==> config.mk <==
export PLATFORM = sky130hd
export DESIGN_NAME = fas_audio_port
export DESIGN_NICKNAME = d
export VERILOG_FILES = /design/src/hdl/fas_pkg.sv /design/src/hdl/fas_sync.sv /design/src/hdl/fas_fifo.sv /design/src/hdl/fas_audio_port.sv
export VERILOG_INCLUDE_DIRS = /design/src /design/src/hdl
export SDC_FILE = /design/constraint.sdc
export NUM_CORES = 1
export LEC_CHECK = 0
export ABC_AREA = 1
export BUFFER_PORTS_ARGS = -buffer_cell sky130_fd_sc_hd__buf_4
export CAP_MARGIN = 20
export CORE_MARGIN = 1.5
export CORE_UTILIZATION = 30
export CTS_BUF_LIST = sky130_fd_sc_hd__clkbuf_16
export CTS_CLUSTER_DIAMETER = 40
export DETAILED_ROUTE_END_ITERATION = 6
export GPL_TIMING_DRIVEN = 0
export PLACE_DENSITY = 0.53
export SLEW_MARGIN = 10
export SYNTH_ARGS = -nofsm -noshare
export SYNTH_HDL_FRONTEND = slang
export SYNTH_SLANG_ARGS = --single-unit
export TNS_END_PERCENT = 100
==> constraint.sdc <==
create_clock -name clk -period 8.7 [get_ports clk]
set_input_delay 1.74 -clock clk [delete_from_list [all_inputs] [get_ports clk]]
set_output_delay 1.74 -clock clk [all_outputs]
set_load 0.01 [all_outputs]
==> src/hdl/fas_regs.svh <==
// Register offsets, field positions and reset values of the audio port
`ifndef FAS_REGS_SVH
`define FAS_REGS_SVH
`define FAS_CTRL_OFS 8'h00
`define FAS_STAT_OFS 8'h04
`define FAS_TXD_OFS 8'h08
`define FAS_RXL_OFS 8'h0c
`define FAS_RXR_OFS 8'h10
`define FAS_CTRL_EN 0
`define FAS_CTRL_MST 1
`define FAS_CTRL_TXE 2
`define FAS_CTRL_WL 4:3
`define FAS_CTRL_FMT 7:5
`define FAS_CTRL_DIV 15:8
`define FAS_CTRL_RST 32'h0000_0428
`define FAS_ST_RXRDY 0
`define FAS_ST_OVR 1
`define FAS_ST_UDR 2
`define FAS_ST_FULL 3
`define FAS_ST_EMPTY 4
`define FAS_ST_BUSY 5
`define FAS_FIFO_DEPTH 16
`define FAS_RESP_OK 2'b00
`define FAS_RESP_ERR 2'b10
`endif

==> src/hdl/fas_pkg.sv <==
// Types and helper functions shared by the audio port files
`default_nettype none
package fas_pkg;
  typedef enum logic [2:0] {
    FAS_FMT_MSBJ, FAS_FMT_I2S, FAS_FMT_PULSE, FAS_FMT_DPULSE, FAS_FMT_LSBJ
  } fas_fmt_t;

  typedef struct packed {
    logic [7:0] div;
    fas_fmt_t fmt;
    logic [1:0] wlen;
    logic txEn;
    logic master;
  } fas_cfg_t;

  typedef struct packed {
    logic sck;
    logic ws;
    logic sd;
  } fas_line_t;

  // Word length code 0..3 gives 8, 16, 24 or 32 bits
  function automatic logic [6:0] fas_bits(input logic [1:0] wlen);
    fas_bits = 7'({2'b00, wlen, 3'b000}) + 7'h08;
  endfunction : fas_bits

  // Sign extend the low n bits of a word
  function automatic logic [31:0] fas_sext(input logic [31:0] w,
                                           input logic [6:0] n);
    logic [5:0] s;
    s = 6'(7'h20 - n);
    fas_sext = 32'($signed(w << s) >>> s);
  endfunction : fas_sext
endpackage : fas_pkg
`default_nettype wire

==> src/hdl/fas_sync.sv <==
// Two flip-flop synchroniser for the serial line inputs
`default_nettype none
module fas_sync
  import fas_pkg::*;
(
  input wire logic clk,
  input wire logic reset,
  input wire logic ce,
  input wire fas_line_t lineIn,
  output fas_line_t lineOut
);
  fas_line_t meta_r;

  // First stage feeds only the second stage
  always_ff @(posedge clk or posedge reset)
  begin
    if (reset)
    begin
      meta_r <= '0;
      lineOut <= '0;
    end
    else if (ce)
    begin
      meta_r <= lineIn;
      lineOut <= meta_r;
    end
  end
endmodule : fas_sync
`default_nettype wire

==> src/hdl/fas_fifo.sv <==
// Transmit word FIFO with valid/ready on both sides
`include "fas_regs.svh"
`default_nettype none
module fas_fifo #(
  parameter int WIDTH = 32,
  parameter int DEPTH = `FAS_FIFO_DEPTH
) (
  input wire logic clk,
  input wire logic reset,
  input wire logic ce,
  input wire logic inValid,
  output logic inReady,
  input wire logic [WIDTH-1:0] inData,
  output logic outValid,
  input wire logic outReady,
  output logic [WIDTH-1:0] outData
);
  localparam int AW = $clog2(DEPTH);
  logic [WIDTH-1:0] mem [DEPTH];
  logic [AW:0] wp_r, rp_r;
  logic push, pop;

  // Extra pointer bit tells full from empty
  assign outValid = wp_r != rp_r;
  assign inReady = (wp_r[AW] == rp_r[AW]) || (wp_r[AW-1:0] != rp_r[AW-1:0]);
  assign outData = mem[rp_r[AW-1:0]];
  assign push = ce && inValid && inReady;
  assign pop = ce && outReady && outValid;

  // Storage has no reset; only the pointers define contents
  always_ff @(posedge clk)
  begin
    if (push)
      mem[wp_r[AW-1:0]] <= inData;
  end

  always_ff @(posedge clk or posedge reset)
  begin
    if (reset)
    begin
      wp_r <= '0;
      rp_r <= '0;
    end
    else
    begin
      if (push)
        wp_r <= wp_r + 1'b1;
      if (pop)
        rp_r <= rp_r + 1'b1;
    end
  end
endmodule : fas_fifo
`default_nettype wire

==> src/hdl/fas_audio_port.sv <==
// Serial digital audio port with AXI4-Lite register access
`include "fas_regs.svh"
`default_nettype none
module fas_audio_port
  import fas_pkg::*;
(
  input wire logic clk,
  input wire logic reset,
  input wire logic ce,
  input wire logic [7:0] awaddr,
  input wire logic awvalid,
  output logic awready,
  input wire logic [31:0] wdata,
  input wire logic [3:0] wstrb,
  input wire logic wvalid,
  output logic wready,
  output logic [1:0] bresp,
  output logic bvalid,
  input wire logic bready,
  input wire logic [7:0] araddr,
  input wire logic arvalid,
  output logic arready,
  output logic [31:0] rdata,
  output logic [1:0] rresp,
  output logic rvalid,
  input wire logic rready,
  input wire logic sckIn,
  output logic sckOut,
  output logic sckOe,
  input wire logic wsIn,
  output logic wsOut,
  output logic wsOe,
  input wire logic sdIn,
  output logic sdOut,
  output logic sdOe
);

  fas_cfg_t cfg_r;
  fas_line_t lineS;
  fas_line_t linePin;
  logic en_r, rxRdy_r, ovr_r, udr_r, awHave_r, wHave_r;
  logic [7:0] awAddr_r, divCnt_r;
  logic [31:0] wData_r, rxL_r, rxR_r, sh_r, txSh_r, fifoData;
  logic [3:0] wStrb_r;
  logic [6:0] nB, pCnt_r, pos_r, posNew;
  logic fifoInReady, fifoValid, wrGo, isTxd, wrMapped, rdRxr;
  logic isMst, tick, riseEv, fallEv, sckD_r, wsPrev_r, chan_r, synced_r;
  logic wsSmp, pulseFmt, dly, slotStart, done, doneLeft, txOk, txRun_r;
  logic loadEv, leftStart, clrRdy, setRdy;
  logic [31:0] doneWord;

  assign nB = fas_bits(cfg_r.wlen);
  assign isMst = en_r && cfg_r.master;
  assign pulseFmt = cfg_r.fmt inside {FAS_FMT_PULSE, FAS_FMT_DPULSE};
  assign dly = cfg_r.fmt inside {FAS_FMT_I2S, FAS_FMT_DPULSE};
  // Transmit only in the two formats the link guarantees
  assign txOk = en_r && cfg_r.txEn && dly;

  // Write channel: address and data are taken in either order
  assign isTxd = awAddr_r == `FAS_TXD_OFS;
  assign wrMapped = awAddr_r inside {`FAS_CTRL_OFS, `FAS_STAT_OFS,
                                     `FAS_TXD_OFS};
  // A push to a full FIFO stalls the bus response, not the data
  assign wrGo = ce && awHave_r && wHave_r && !bvalid &&
                !(isTxd && !fifoInReady);

  always_ff @(posedge clk or posedge reset)
  begin
    if (reset)
    begin
      awHave_r <= 1'b0;
      wHave_r <= 1'b0;
      awready <= 1'b1;
      wready <= 1'b1;
      awAddr_r <= '0;
      wData_r <= '0;
      wStrb_r <= '0;
      bvalid <= 1'b0;
      bresp <= `FAS_RESP_OK;
    end
    else if (ce)
    begin
      if (awvalid && awready)
      begin
        awHave_r <= 1'b1;
        awready <= 1'b0;
        awAddr_r <= {awaddr[7:2], 2'b00};
      end
      if (wvalid && wready)
      begin
        wHave_r <= 1'b1;
        wready <= 1'b0;
        wData_r <= wdata;
        wStrb_r <= wstrb;
      end
      if (wrGo)
      begin
        awHave_r <= 1'b0;
        wHave_r <= 1'b0;
        bvalid <= 1'b1;
        bresp <= wrMapped ? `FAS_RESP_OK : `FAS_RESP_ERR;
      end
      else if (bvalid && bready)
      begin
        bvalid <= 1'b0;
        awready <= 1'b1;
        wready <= 1'b1;
      end
    end
  end

  // Control register; role, length and format lock while enabled
  always_ff @(posedge clk or posedge reset)
  begin
    if (reset)
    begin
      en_r <= 1'(`FAS_CTRL_RST & 32'h1);
      cfg_r <= fas_cfg_t'(15'(`FAS_CTRL_RST >> 1));
    end
    else if (wrGo && awAddr_r == `FAS_CTRL_OFS)
    begin
      if (wStrb_r[0])
        en_r <= wData_r[`FAS_CTRL_EN];
      if (!en_r && wStrb_r[0])
      begin
        cfg_r.master <= wData_r[`FAS_CTRL_MST];
        cfg_r.txEn <= wData_r[`FAS_CTRL_TXE];
        cfg_r.wlen <= wData_r[`FAS_CTRL_WL];
        cfg_r.fmt <= fas_fmt_t'(wData_r[`FAS_CTRL_FMT]);
      end
      if (!en_r && wStrb_r[1])
        cfg_r.div <= wData_r[`FAS_CTRL_DIV];
    end
  end

  // Read channel answers one cycle after the address is taken
  assign rdRxr = ce && arvalid && arready && araddr[7:2] == 6'h04;

  always_ff @(posedge clk or posedge reset)
  begin
    if (reset)
    begin
      arready <= 1'b1;
      rvalid <= 1'b0;
      rdata <= '0;
      rresp <= `FAS_RESP_OK;
    end
    else if (ce)
    begin
      if (arvalid && arready)
      begin
        arready <= 1'b0;
        rvalid <= 1'b1;
        rresp <= `FAS_RESP_OK;
        unique case ({araddr[7:2], 2'b00})
          `FAS_CTRL_OFS: rdata <= {16'h0000, cfg_r.div, cfg_r.fmt,
                                   cfg_r.wlen, cfg_r.txEn, cfg_r.master,
                                   en_r};
          `FAS_STAT_OFS: rdata <= {26'h0, synced_r, !fifoValid,
                                   !fifoInReady, udr_r, ovr_r, rxRdy_r};
          `FAS_RXL_OFS: rdata <= rxL_r;
          `FAS_RXR_OFS: rdata <= rxR_r;
          default:
          begin
            rdata <= '0;
            rresp <= `FAS_RESP_ERR;
          end
        endcase
      end
      else if (rvalid && rready)
      begin
        rvalid <= 1'b0;
        arready <= 1'b1;
      end
    end
  end

  fas_fifo #(.WIDTH(32), .DEPTH(`FAS_FIFO_DEPTH)) txFifo (
    .clk(clk), .reset(reset), .ce(ce),
    .inValid(wrGo && isTxd), .inReady(fifoInReady), .inData(wData_r),
    .outValid(fifoValid), .outReady(loadEv), .outData(fifoData)
  );

  // Pins gathered into one word before the two sync stages
  assign linePin = '{sck: sckIn, ws: wsIn, sd: sdIn};

  fas_sync lineSync (
    .clk(clk), .reset(reset), .ce(ce),
    .lineIn(linePin), .lineOut(lineS)
  );

  // Bit clock edges: own divider in master, found edges in slave
  assign tick = isMst && divCnt_r == cfg_r.div;
  assign riseEv = ce && en_r && (cfg_r.master ? tick && !sckOut
                                              : lineS.sck && !sckD_r);
  assign fallEv = ce && en_r && (cfg_r.master ? tick && sckOut
                                              : !lineS.sck && sckD_r);

  // Master clock divider; half period is div+1 cycles
  always_ff @(posedge clk or posedge reset)
  begin
    if (reset)
    begin
      divCnt_r <= '0;
      sckOut <= 1'b0;
      sckD_r <= 1'b0;
    end
    else if (ce)
    begin
      sckD_r <= lineS.sck;
      if (!isMst)
      begin
        divCnt_r <= '0;
        sckOut <= 1'b0;
      end
      else if (tick)
      begin
        divCnt_r <= '0;
        sckOut <= !sckOut;
      end
      else
        divCnt_r <= divCnt_r + 8'h01;
    end
  end

  // Master frame of 2N periods; word select moves on the falling edge
  always_ff @(posedge clk or posedge reset)
  begin
    if (reset)
    begin
      pCnt_r <= '0;
      wsOut <= 1'b0;
    end
    else if (ce && !isMst)
    begin
      pCnt_r <= 7'((nB << 1) - 7'h01);
      wsOut <= 1'b0;
    end
    else if (fallEv)
    begin
      pCnt_r <= (pCnt_r == 7'((nB << 1) - 7'h01)) ? 7'h00 : pCnt_r + 7'h01;
      if (pulseFmt)
        wsOut <= pCnt_r == 7'((nB << 1) - 7'h01);
      else
        wsOut <= pCnt_r + 7'h01 >= nB && pCnt_r != 7'((nB << 1) - 7'h01);
    end
  end

  // Slot tracking on the rising edge, from own or foreign word select
  assign wsSmp = cfg_r.master ? wsOut : lineS.ws;
  assign slotStart = pulseFmt ? wsSmp && !wsPrev_r : wsSmp != wsPrev_r;
  assign posNew = slotStart ? 7'h00 : (&pos_r ? pos_r : pos_r + 7'h01);
  assign doneLeft = pulseFmt ? posNew == nB - 7'h01 + 7'(dly) : !chan_r;

  // Word completion per alignment format
  always_comb
  begin
    done = 1'b0;
    doneWord = {sh_r[30:0], lineS.sd};
    unique case (cfg_r.fmt)
      FAS_FMT_MSBJ: done = !slotStart && posNew == nB - 7'h01;
      FAS_FMT_I2S: done = pos_r + 7'h01 == nB;
      FAS_FMT_LSBJ:
      begin
        done = slotStart;
        doneWord = sh_r;
      end
      FAS_FMT_PULSE, FAS_FMT_DPULSE:
        done = posNew == nB - 7'h01 + 7'(dly) ||
               posNew == 7'((nB << 1) - 7'h01) + 7'(dly);
      default: done = 1'b0;
    endcase
    done = done && synced_r && riseEv;
  end

  always_ff @(posedge clk or posedge reset)
  begin
    if (reset)
    begin
      wsPrev_r <= 1'b0;
      pos_r <= '0;
      chan_r <= 1'b0;
      synced_r <= 1'b0;
      sh_r <= '0;
    end
    else if (ce && !en_r)
    begin
      synced_r <= 1'b0;
      pos_r <= '0;
    end
    else if (riseEv)
    begin
      wsPrev_r <= wsSmp;
      pos_r <= posNew;
      sh_r <= {sh_r[30:0], lineS.sd};
      if (slotStart)
      begin
        chan_r <= wsSmp;
        synced_r <= 1'b1;
      end
    end
  end

  // Received words, sign extended; reading the right word clears ready
  assign setRdy = done && !doneLeft;
  assign clrRdy = rdRxr;

  always_ff @(posedge clk or posedge reset)
  begin
    if (reset)
    begin
      rxL_r <= '0;
      rxR_r <= '0;
      rxRdy_r <= 1'b0;
      ovr_r <= 1'b0;
      udr_r <= 1'b0;
    end
    else if (ce)
    begin
      if (done && doneLeft)
        rxL_r <= fas_sext(doneWord, nB);
      if (setRdy)
        rxR_r <= fas_sext(doneWord, nB);
      // A new pair in the clearing cycle still counts
      if (setRdy)
        rxRdy_r <= 1'b1;
      else if (clrRdy)
        rxRdy_r <= 1'b0;
      if (setRdy && rxRdy_r && !clrRdy)
        ovr_r <= 1'b1;
      else if (wrGo && awAddr_r == `FAS_STAT_OFS && wData_r[`FAS_ST_OVR])
        ovr_r <= 1'b0;
      if (loadEv && !fifoValid)
        udr_r <= 1'b1;
      else if (wrGo && awAddr_r == `FAS_STAT_OFS && wData_r[`FAS_ST_UDR])
        udr_r <= 1'b0;
    end
  end

  // Transmit loads on the rising edge so the MSB leads one period late
  assign leftStart = slotStart && (pulseFmt || !wsSmp);
  assign loadEv = riseEv && txOk && (txRun_r || leftStart) &&
                  (slotStart || (cfg_r.fmt == FAS_FMT_DPULSE &&
                                 posNew == nB));

  always_ff @(posedge clk or posedge reset)
  begin
    if (reset)
    begin
      txRun_r <= 1'b0;
      txSh_r <= '0;
      sdOut <= 1'b0;
    end
    else if (ce && !txOk)
    begin
      txRun_r <= 1'b0;
      sdOut <= 1'b0;
    end
    else if (loadEv)
    begin
      txRun_r <= 1'b1;
      // Empty FIFO sends a silent word
      txSh_r <= fifoValid ? 32'(fifoData << 6'(7'h20 - nB)) : '0;
    end
    else if (fallEv)
    begin
      sdOut <= txSh_r[31];
      txSh_r <= txSh_r << 1;
    end
  end

  // Pin drivers follow role and transmit enable
  always_ff @(posedge clk or posedge reset)
  begin
    if (reset)
    begin
      sckOe <= 1'b0;
      wsOe <= 1'b0;
      sdOe <= 1'b0;
    end
    else if (ce)
    begin
      sckOe <= isMst;
      wsOe <= isMst;
      sdOe <= txOk;
    end
  end
endmodule : fas_audio_port
`default_nettype wire

; Word-level counts from Yosys, hierarchy flattened
; Memories as Yosys holds them, arrays and structs flattened.
; Index checks and enable logic that the tools add are counted.
; W data, S select, Z words.
[word_totals]
register_bits = 278
ram_bits = 512
out_inout_bits = 47
wordCells = 265
memories = 1
[op_classes]
add_sub_neg = 11
order_cmp = 1
eq_ne = 23
shifts = 3
mux = 59
bitwise_logic = 2
reduce_logical = 118
[mem_list]
columns = name, depth, word_bits, rd, rd_clocked_by_memory_dff, write_ports, line_no
row1 = txFifo.mem, 16, 32, 1, 0, 1, fas_fifo.sv:19  ; logic [WIDTH-1:0] mem [DEPTH];
[ops]
columns = operator, count
row1 = $mux W32, 4
row2 = $pmux W32 S4, 1
row3 = $shl A32 B6 Y32, 2
row4 = $logic_and A1 B1 Y1, 53
row5 = $mux W7, 7
row6 = $mux W1, 42
row7 = $reduce_and A2 Y1, 21
row8 = $sshr A32 B6 Y32, 1
row9 = $reduce_bool A2 Y1, 15
row10 = $eq A7 B7 Y1, 4
row11 = $logic_not A1 Y1, 16
row12 = $mux W8, 2
row13 = $add A7 B1 Y7, 2
row14 = $add A7 B1 Y7 const B, 2
row15 = $eq A7 B6 Y1, 2
row16 = $eq A6 B1 Y1 const B, 2
row17 = $eq A6 B2 Y1 const B, 2
row18 = $add A5 B1 Y5 const B, 2
row19 = $add A8 B1 Y8 const B, 1
row20 = $eq A8 B8 Y1, 1
row21 = $logic_not A8 Y1, 1
row22 = $ge A7 B6 Y1, 1
row23 = $ne A7 B7 Y1, 1
row24 = $reduce_and A7 Y1, 1
row25 = 23 further kinds, 31

; Depth between registers and ports, before layout
[depth]
depth_word = 14
mapped_depth = 23
mapped_depth_nobuf = 19

; By module
; From an unflattened synthesis, not the netlist that was laid out.
[hier_totals]
hier_cells = 3773
hier_area_um2 = 35769.3
[modules_own_cells]
columns = mod, n_inst, cells_per_inst, area_each_um2, seq_area_each_um2
row1 = fas_fifo, 1, 1863, 21306.7, 15625.0
row2 = fas_audio_port, 1, 1884, 14237.4, 6513.7
row3 = fas_sync, 1, 26, 225.2, 150.1

; Worst setup path before layout
; OpenSTA, ideal clock, no wires.
[synth_timing]
path_type = input -> register
from = input port ce
to = memory txFifo.mem[15][0] (enable)
arrival_time_ps = 4177
slack_ps = 4099
stages = 7
path_buffers = 1
cell_sequence = buf_2 inv_2 nor4_1 nand3_1 inv_1 nand2_1 nor2_1
[synth_via]
elab_chain_cells = 9
[synth_lines]
columns = item, line_no
row1 = "start, declared", fas_audio_port.sv:9  ; input wire logic ce,
row2 = $logic_and A1 B1 Y1 (4 in a row), fas_audio_port.sv:64  ; assign wrGo = ce && awHave_r && wHave_r && !bvalid &&
row3 = $logic_and A1 B1 Y1, fas_audio_port.sv:180  ; .inValid(wrGo && isTxd), .inReady(fifoInReady), .inData(wData_r),
row4 = $logic_and A1 B1 Y1 * (2 in a row), fas_fifo.sv:27  ; assign push = ce && inValid && inReady;
row5 = $mux W1 *, fas_fifo.sv:33  ; if (push)
row6 = $mux W1 (implied by the code) *, fas_fifo.sv:34  ; mem[wp_r[AW-1:0]] <= inData;
row7 = "end, declared", fas_fifo.sv:19
; Mark *: on every way between the ends. The rest lies on a longest branch, timed or not.

; Worst setup path after layout
[layout_timing]
from = register cfg_r[2] (netlist name)
to = register txSh_r[3]
[layout_via]
elab_chain_cells = 7
[layout_lines]
columns = item, line_no
row1 = "start, declared", fas_audio_port.sv:38  ; fas_cfg_t cfg_r;
row2 = "start signal, assigned", fas_audio_port.sv:118  ; cfg_r <= fas_cfg_t'(15'(`FAS_CTRL_RST >> 1));
row3 = $add A5 B4 Y6 *, fas_pkg.sv:24  ; fas_bits = 7'({2'b00, wlen, 3'b000}) + 7'h08;
row4 = branches (longest 6 deep; another with $sub A6 B6 Y6), --
row5 = "end signal, assigned", fas_audio_port.sv:363  ; txSh_r <= fifoValid ? 32'(fifoData << 6'(7'h20 - nB)) : '0;
row6 = "end signal, assigned", fas_audio_port.sv:368  ; txSh_r <= txSh_r << 1;
row7 = "end, declared", fas_audio_port.sv:43  ; logic [31:0] wData_r, rxL_r, rxR_r, sh_r, txSh_r, fifoData;
; Every way passes the cells marked *.
; A chain may end at the register's enable or synchronous reset.

==> impl_metrics.env <==
export IMPL_drt_iter0_drc=2506
export IMPL_run_status="finished, final reports clean"
export IMPL_drtPass1Iterations=6
export IMPL_crit_type="register to register"
export IMPL_cts_max_level=3
export IMPL_grt_max_degree=36
export IMPL_start_util_pct=30.34
export IMPL_power_density_nw_per_um2=254.8
export IMPL_setup_viol=0
export IMPL_antenna_found_initial=4
export IMPL_synth_edf_count=512
export IMPL_row_count=126
export IMPL_grt_ovfl_total=0
export IMPL_drive_above_1_share_pct=10.94
export IMPL_fin_skew_ps=51.90
export IMPL_wire_per_inst_um=20.20
export IMPL_met2WireLength_um=51820
export IMPL_cts_root_buffer="clkbuf_16"
export IMPL_min_delay_start="lineSync.meta_r[0]"
export IMPL_timing_final_crit_share_pct=56.60
export IMPL_grt_first_pass_wirelength_um=175300
export IMPL_grt_pass1_vias=26910
export IMPL_maxSlewHeadroom_pct=32.67
export IMPL_synth_top_area_share_pct=42.80
export IMPL_postCtsSetupRepairBufs=0
export IMPL_synth_largest_area_cell="edfxtp_1"
export IMPL_routed_wl_um=117500
export IMPL_ant_nets=0
export IMPL_startpoint_type="register"
export IMPL_setup_ws_ps=3776
export IMPL_yosysSeqAreaShare_pct=62.05
export IMPL_ys_types=51
export IMPL_yosysMostFrequentCell="nand2_1"
export IMPL_die_area_um2=121800
export IMPL_synthArstFlopShare_pct=35.03
export IMPL_synthesis_area_um2=35920
export IMPL_wl_met1_um=53320
export IMPL_yosys_warnings=0
export IMPL_fin_nets=4201
export IMPL_r2r_end="txSh_r[3]"
export IMPL_pin_count=110
export IMPL_fmax_mhz=203.1
export IMPL_top_layer="met5"
export IMPL_via_per_inst=4.826
export IMPL_hold_violations=0
export IMPL_cts_hold_buf=0
export IMPL_synthTopCellsByCount="nand2_1, edfxtp_1, nor2_1"
export IMPL_crit_required_ps=9340
export IMPL_ir_worst_vdd_mv=0.1486
export IMPL_worstPathMaxFanout=12
export IMPL_cp_end_kind="register"
export IMPL_dp_final_hpwl_um=84110
export IMPL_tightest_slew_ps=1010
export IMPL_die_h_um=349.0
export IMPL_power_leakage_nw=18.61
export IMPL_port_buffers=100
export IMPL_ctsResizeCount=0
export IMPL_rsz0062_at_grt="no"
export IMPL_clockBufferDepth=3
export IMPL_cap_violations=0
export IMPL_track_usage_pct=19.31
export IMPL_cts_made_buffers=113
export IMPL_synth_seq_cells=788
export IMPL_place_congestion=0.9438
export IMPL_reg2reg_depth=19
export IMPL_vias=28060
export IMPL_tns_ps=0
export IMPL_reg2reg_slack_ps=3780
export IMPL_hp_class="register to register"
export IMPL_synth_area_top_cells="edfxtp_1, dfrtp_1, nand2_1"
export IMPL_synth_avg_cell_area_um2=9.268
export IMPL_core_area_um2=118400
export IMPL_crit_reg2reg_launch="cfg_r[2]"
export IMPL_dr_wl_met3_um=8956
export IMPL_die_w_um=349.0
export IMPL_crit_arrival_ps=5560
export IMPL_clkTransAtPathRegs_ps=50
export IMPL_syn2layout_area_growth_pct=20.30
export IMPL_drv_slew=0
export IMPL_crit_start="cfg_r[2]"
export IMPL_clkLatencyLatePin_ps=740
export IMPL_synthFlopType="edfxtp_1"
export IMPL_layout_min_cycle_time_ps=4924
export IMPL_cp_endpoint="txSh_r[3]"
export IMPL_cts_sinks=788
export IMPL_cts_tree="done"
export IMPL_drc=0
export IMPL_synthCells=3876
export IMPL_dp_slack_ps=3813
-- worst min-delay path by stage --
stage / end / slack [ps] / cells past startpoint
finish: lineSync.lineOut[0] / 460 / 2
CTS: lineSync.lineOut[0] / 460 / 2
detailed placement: rxR_r[17] / 460 / 2
global placement: rxR_r[19] / 450 / 2
global route: rxR_r[16] / 490 / 2
floorplan: rxL_r[4] / 440 / 2
-- layout make-up --
| class | instances | area [µm²] |
|---|---|---|
| Antenna cell | 1 | 2.502 |
| Buffer | 207 | 957.2 |
| Clock buffer | 117 | 2928 |
| Clock inverter | 93 | 904.6 |
| Fill cell | 11950 | 75180 |
| Inverter | 295 | 1111 |
| Multi-Input combinational cell | 2587 | 11690 |
| Sequential cell | 788 | 22290 |
| Tap cell | 1600 | 2002 |
| Timing Repair Buffer | 127 | 1328 |
-- layout by cell type (no fill, tap or decap), types with 6 or more instances in the layout --
cell type / count
clkinvlp_4: 12
a21oi_1: 40
o22ai_1: 8
o211ai_1: 8
buf_2: 60
nor2_4: 18
dfrtp_1: 270
clkinv_2: 17
edfxtp_1: 512
mux2_2: 23
buf_16: 6
nor3_1: 6
inv_6: 7
nand2_1: 1440
bufinv_16: 14
ha_1: 19
dfstp_2: 6
clkbuf_1: 101
clkbuf_16: 117
inv_2: 10
nand4_1: 84
buf_4: 106
o21ai_0: 255
nand2_2: 8
xor2_1: 16
buf_6: 12
xnor2_1: 13
nand3_1: 278
nor2_1: 265
inv_1: 299
buf_12: 20
o21ai_1: 27
a22oi_1: 22
clkinv_1: 21
a221oi_1: 6
buf_1: 29
a22o_1: 6
-- layer usage --
layer  global-route usage (%)  vias to the layer above
li1                         -                    13290
met4                    6.602                        6
met1                    27.26                    13620
met5                        0                        -
met3                    3.699                      190
met2                    29.53                      956
-- metrics by stage --
step                      power (mW)  hold WS [ps]  cells  cell area (µm²)  utilization (%)
after global placement         6.429         454.8   5577            38680            32.67
after detailed placement       6.464         459.7   5603            39370            33.25
final                          11.01         459.5   5815            43220            36.50
after CTS                      11.08         456.4   5813            43200            36.49
after global routing           11.43         486.1   5814            43210            36.50
after floorplan                5.703         441.9   3877            35930                -
-- power by group --
group          switching, mW  total (mW)  internal [mW]
combinational          0.981        1.38          0.404
sequential             0.509        5.02           4.51
clock                   1.76        4.61           2.85
total                   3.25        11.0           7.76
-- critical path, cell delays in order, from the launching register on --
cell      delay [ps]
dfstp_2          380
buf_2            230
inv_2            210
clkbuf_1         460
buf_1            760
ha_1             360
buf_2            200
inv_2            200
nand2_2          170
nand2_1          140
buf_2            290
nand2_1           90
inv_1            220
nand2_1          130
inv_1            140
clkbuf_1         390
nand3_1          180
o21ai_1          180
nand2_1           60
nand2_1           50
-- cell families after synthesis --
group                    count (synthesis)  share of synthesized area, %
AND/OR/NAND/NOR                       2118                         23.99
flip-flops                             788                         62.05
buffers and inverters                  502                         5.747
AO/OA/AOI/OAI                          393                         6.033
XOR/XNOR                                29                        0.7070
multiplexers                            26                        0.8046
adder cells (fa/ha/maj)                 19                        0.6618
other                                    1                       0.01044
-- sequential cells by signal (all words and copies together) (netlist names), 2 cells and up --
register	count
rdata	32
divCnt_r	8
rxR_r	32
rxL_r	32
pCnt_r	7
txSh_r	32
sh_r	32
wStrb_r	2
txFifo.mem	512
wData_r	32
lineSync.lineOut	3
cfg_r	15
pos_r	7
awAddr_r	6
txFifo.rp_r	5
txFifo.wp_r	5
lineSync.meta_r	3
(Power assumes the default switching activity.)
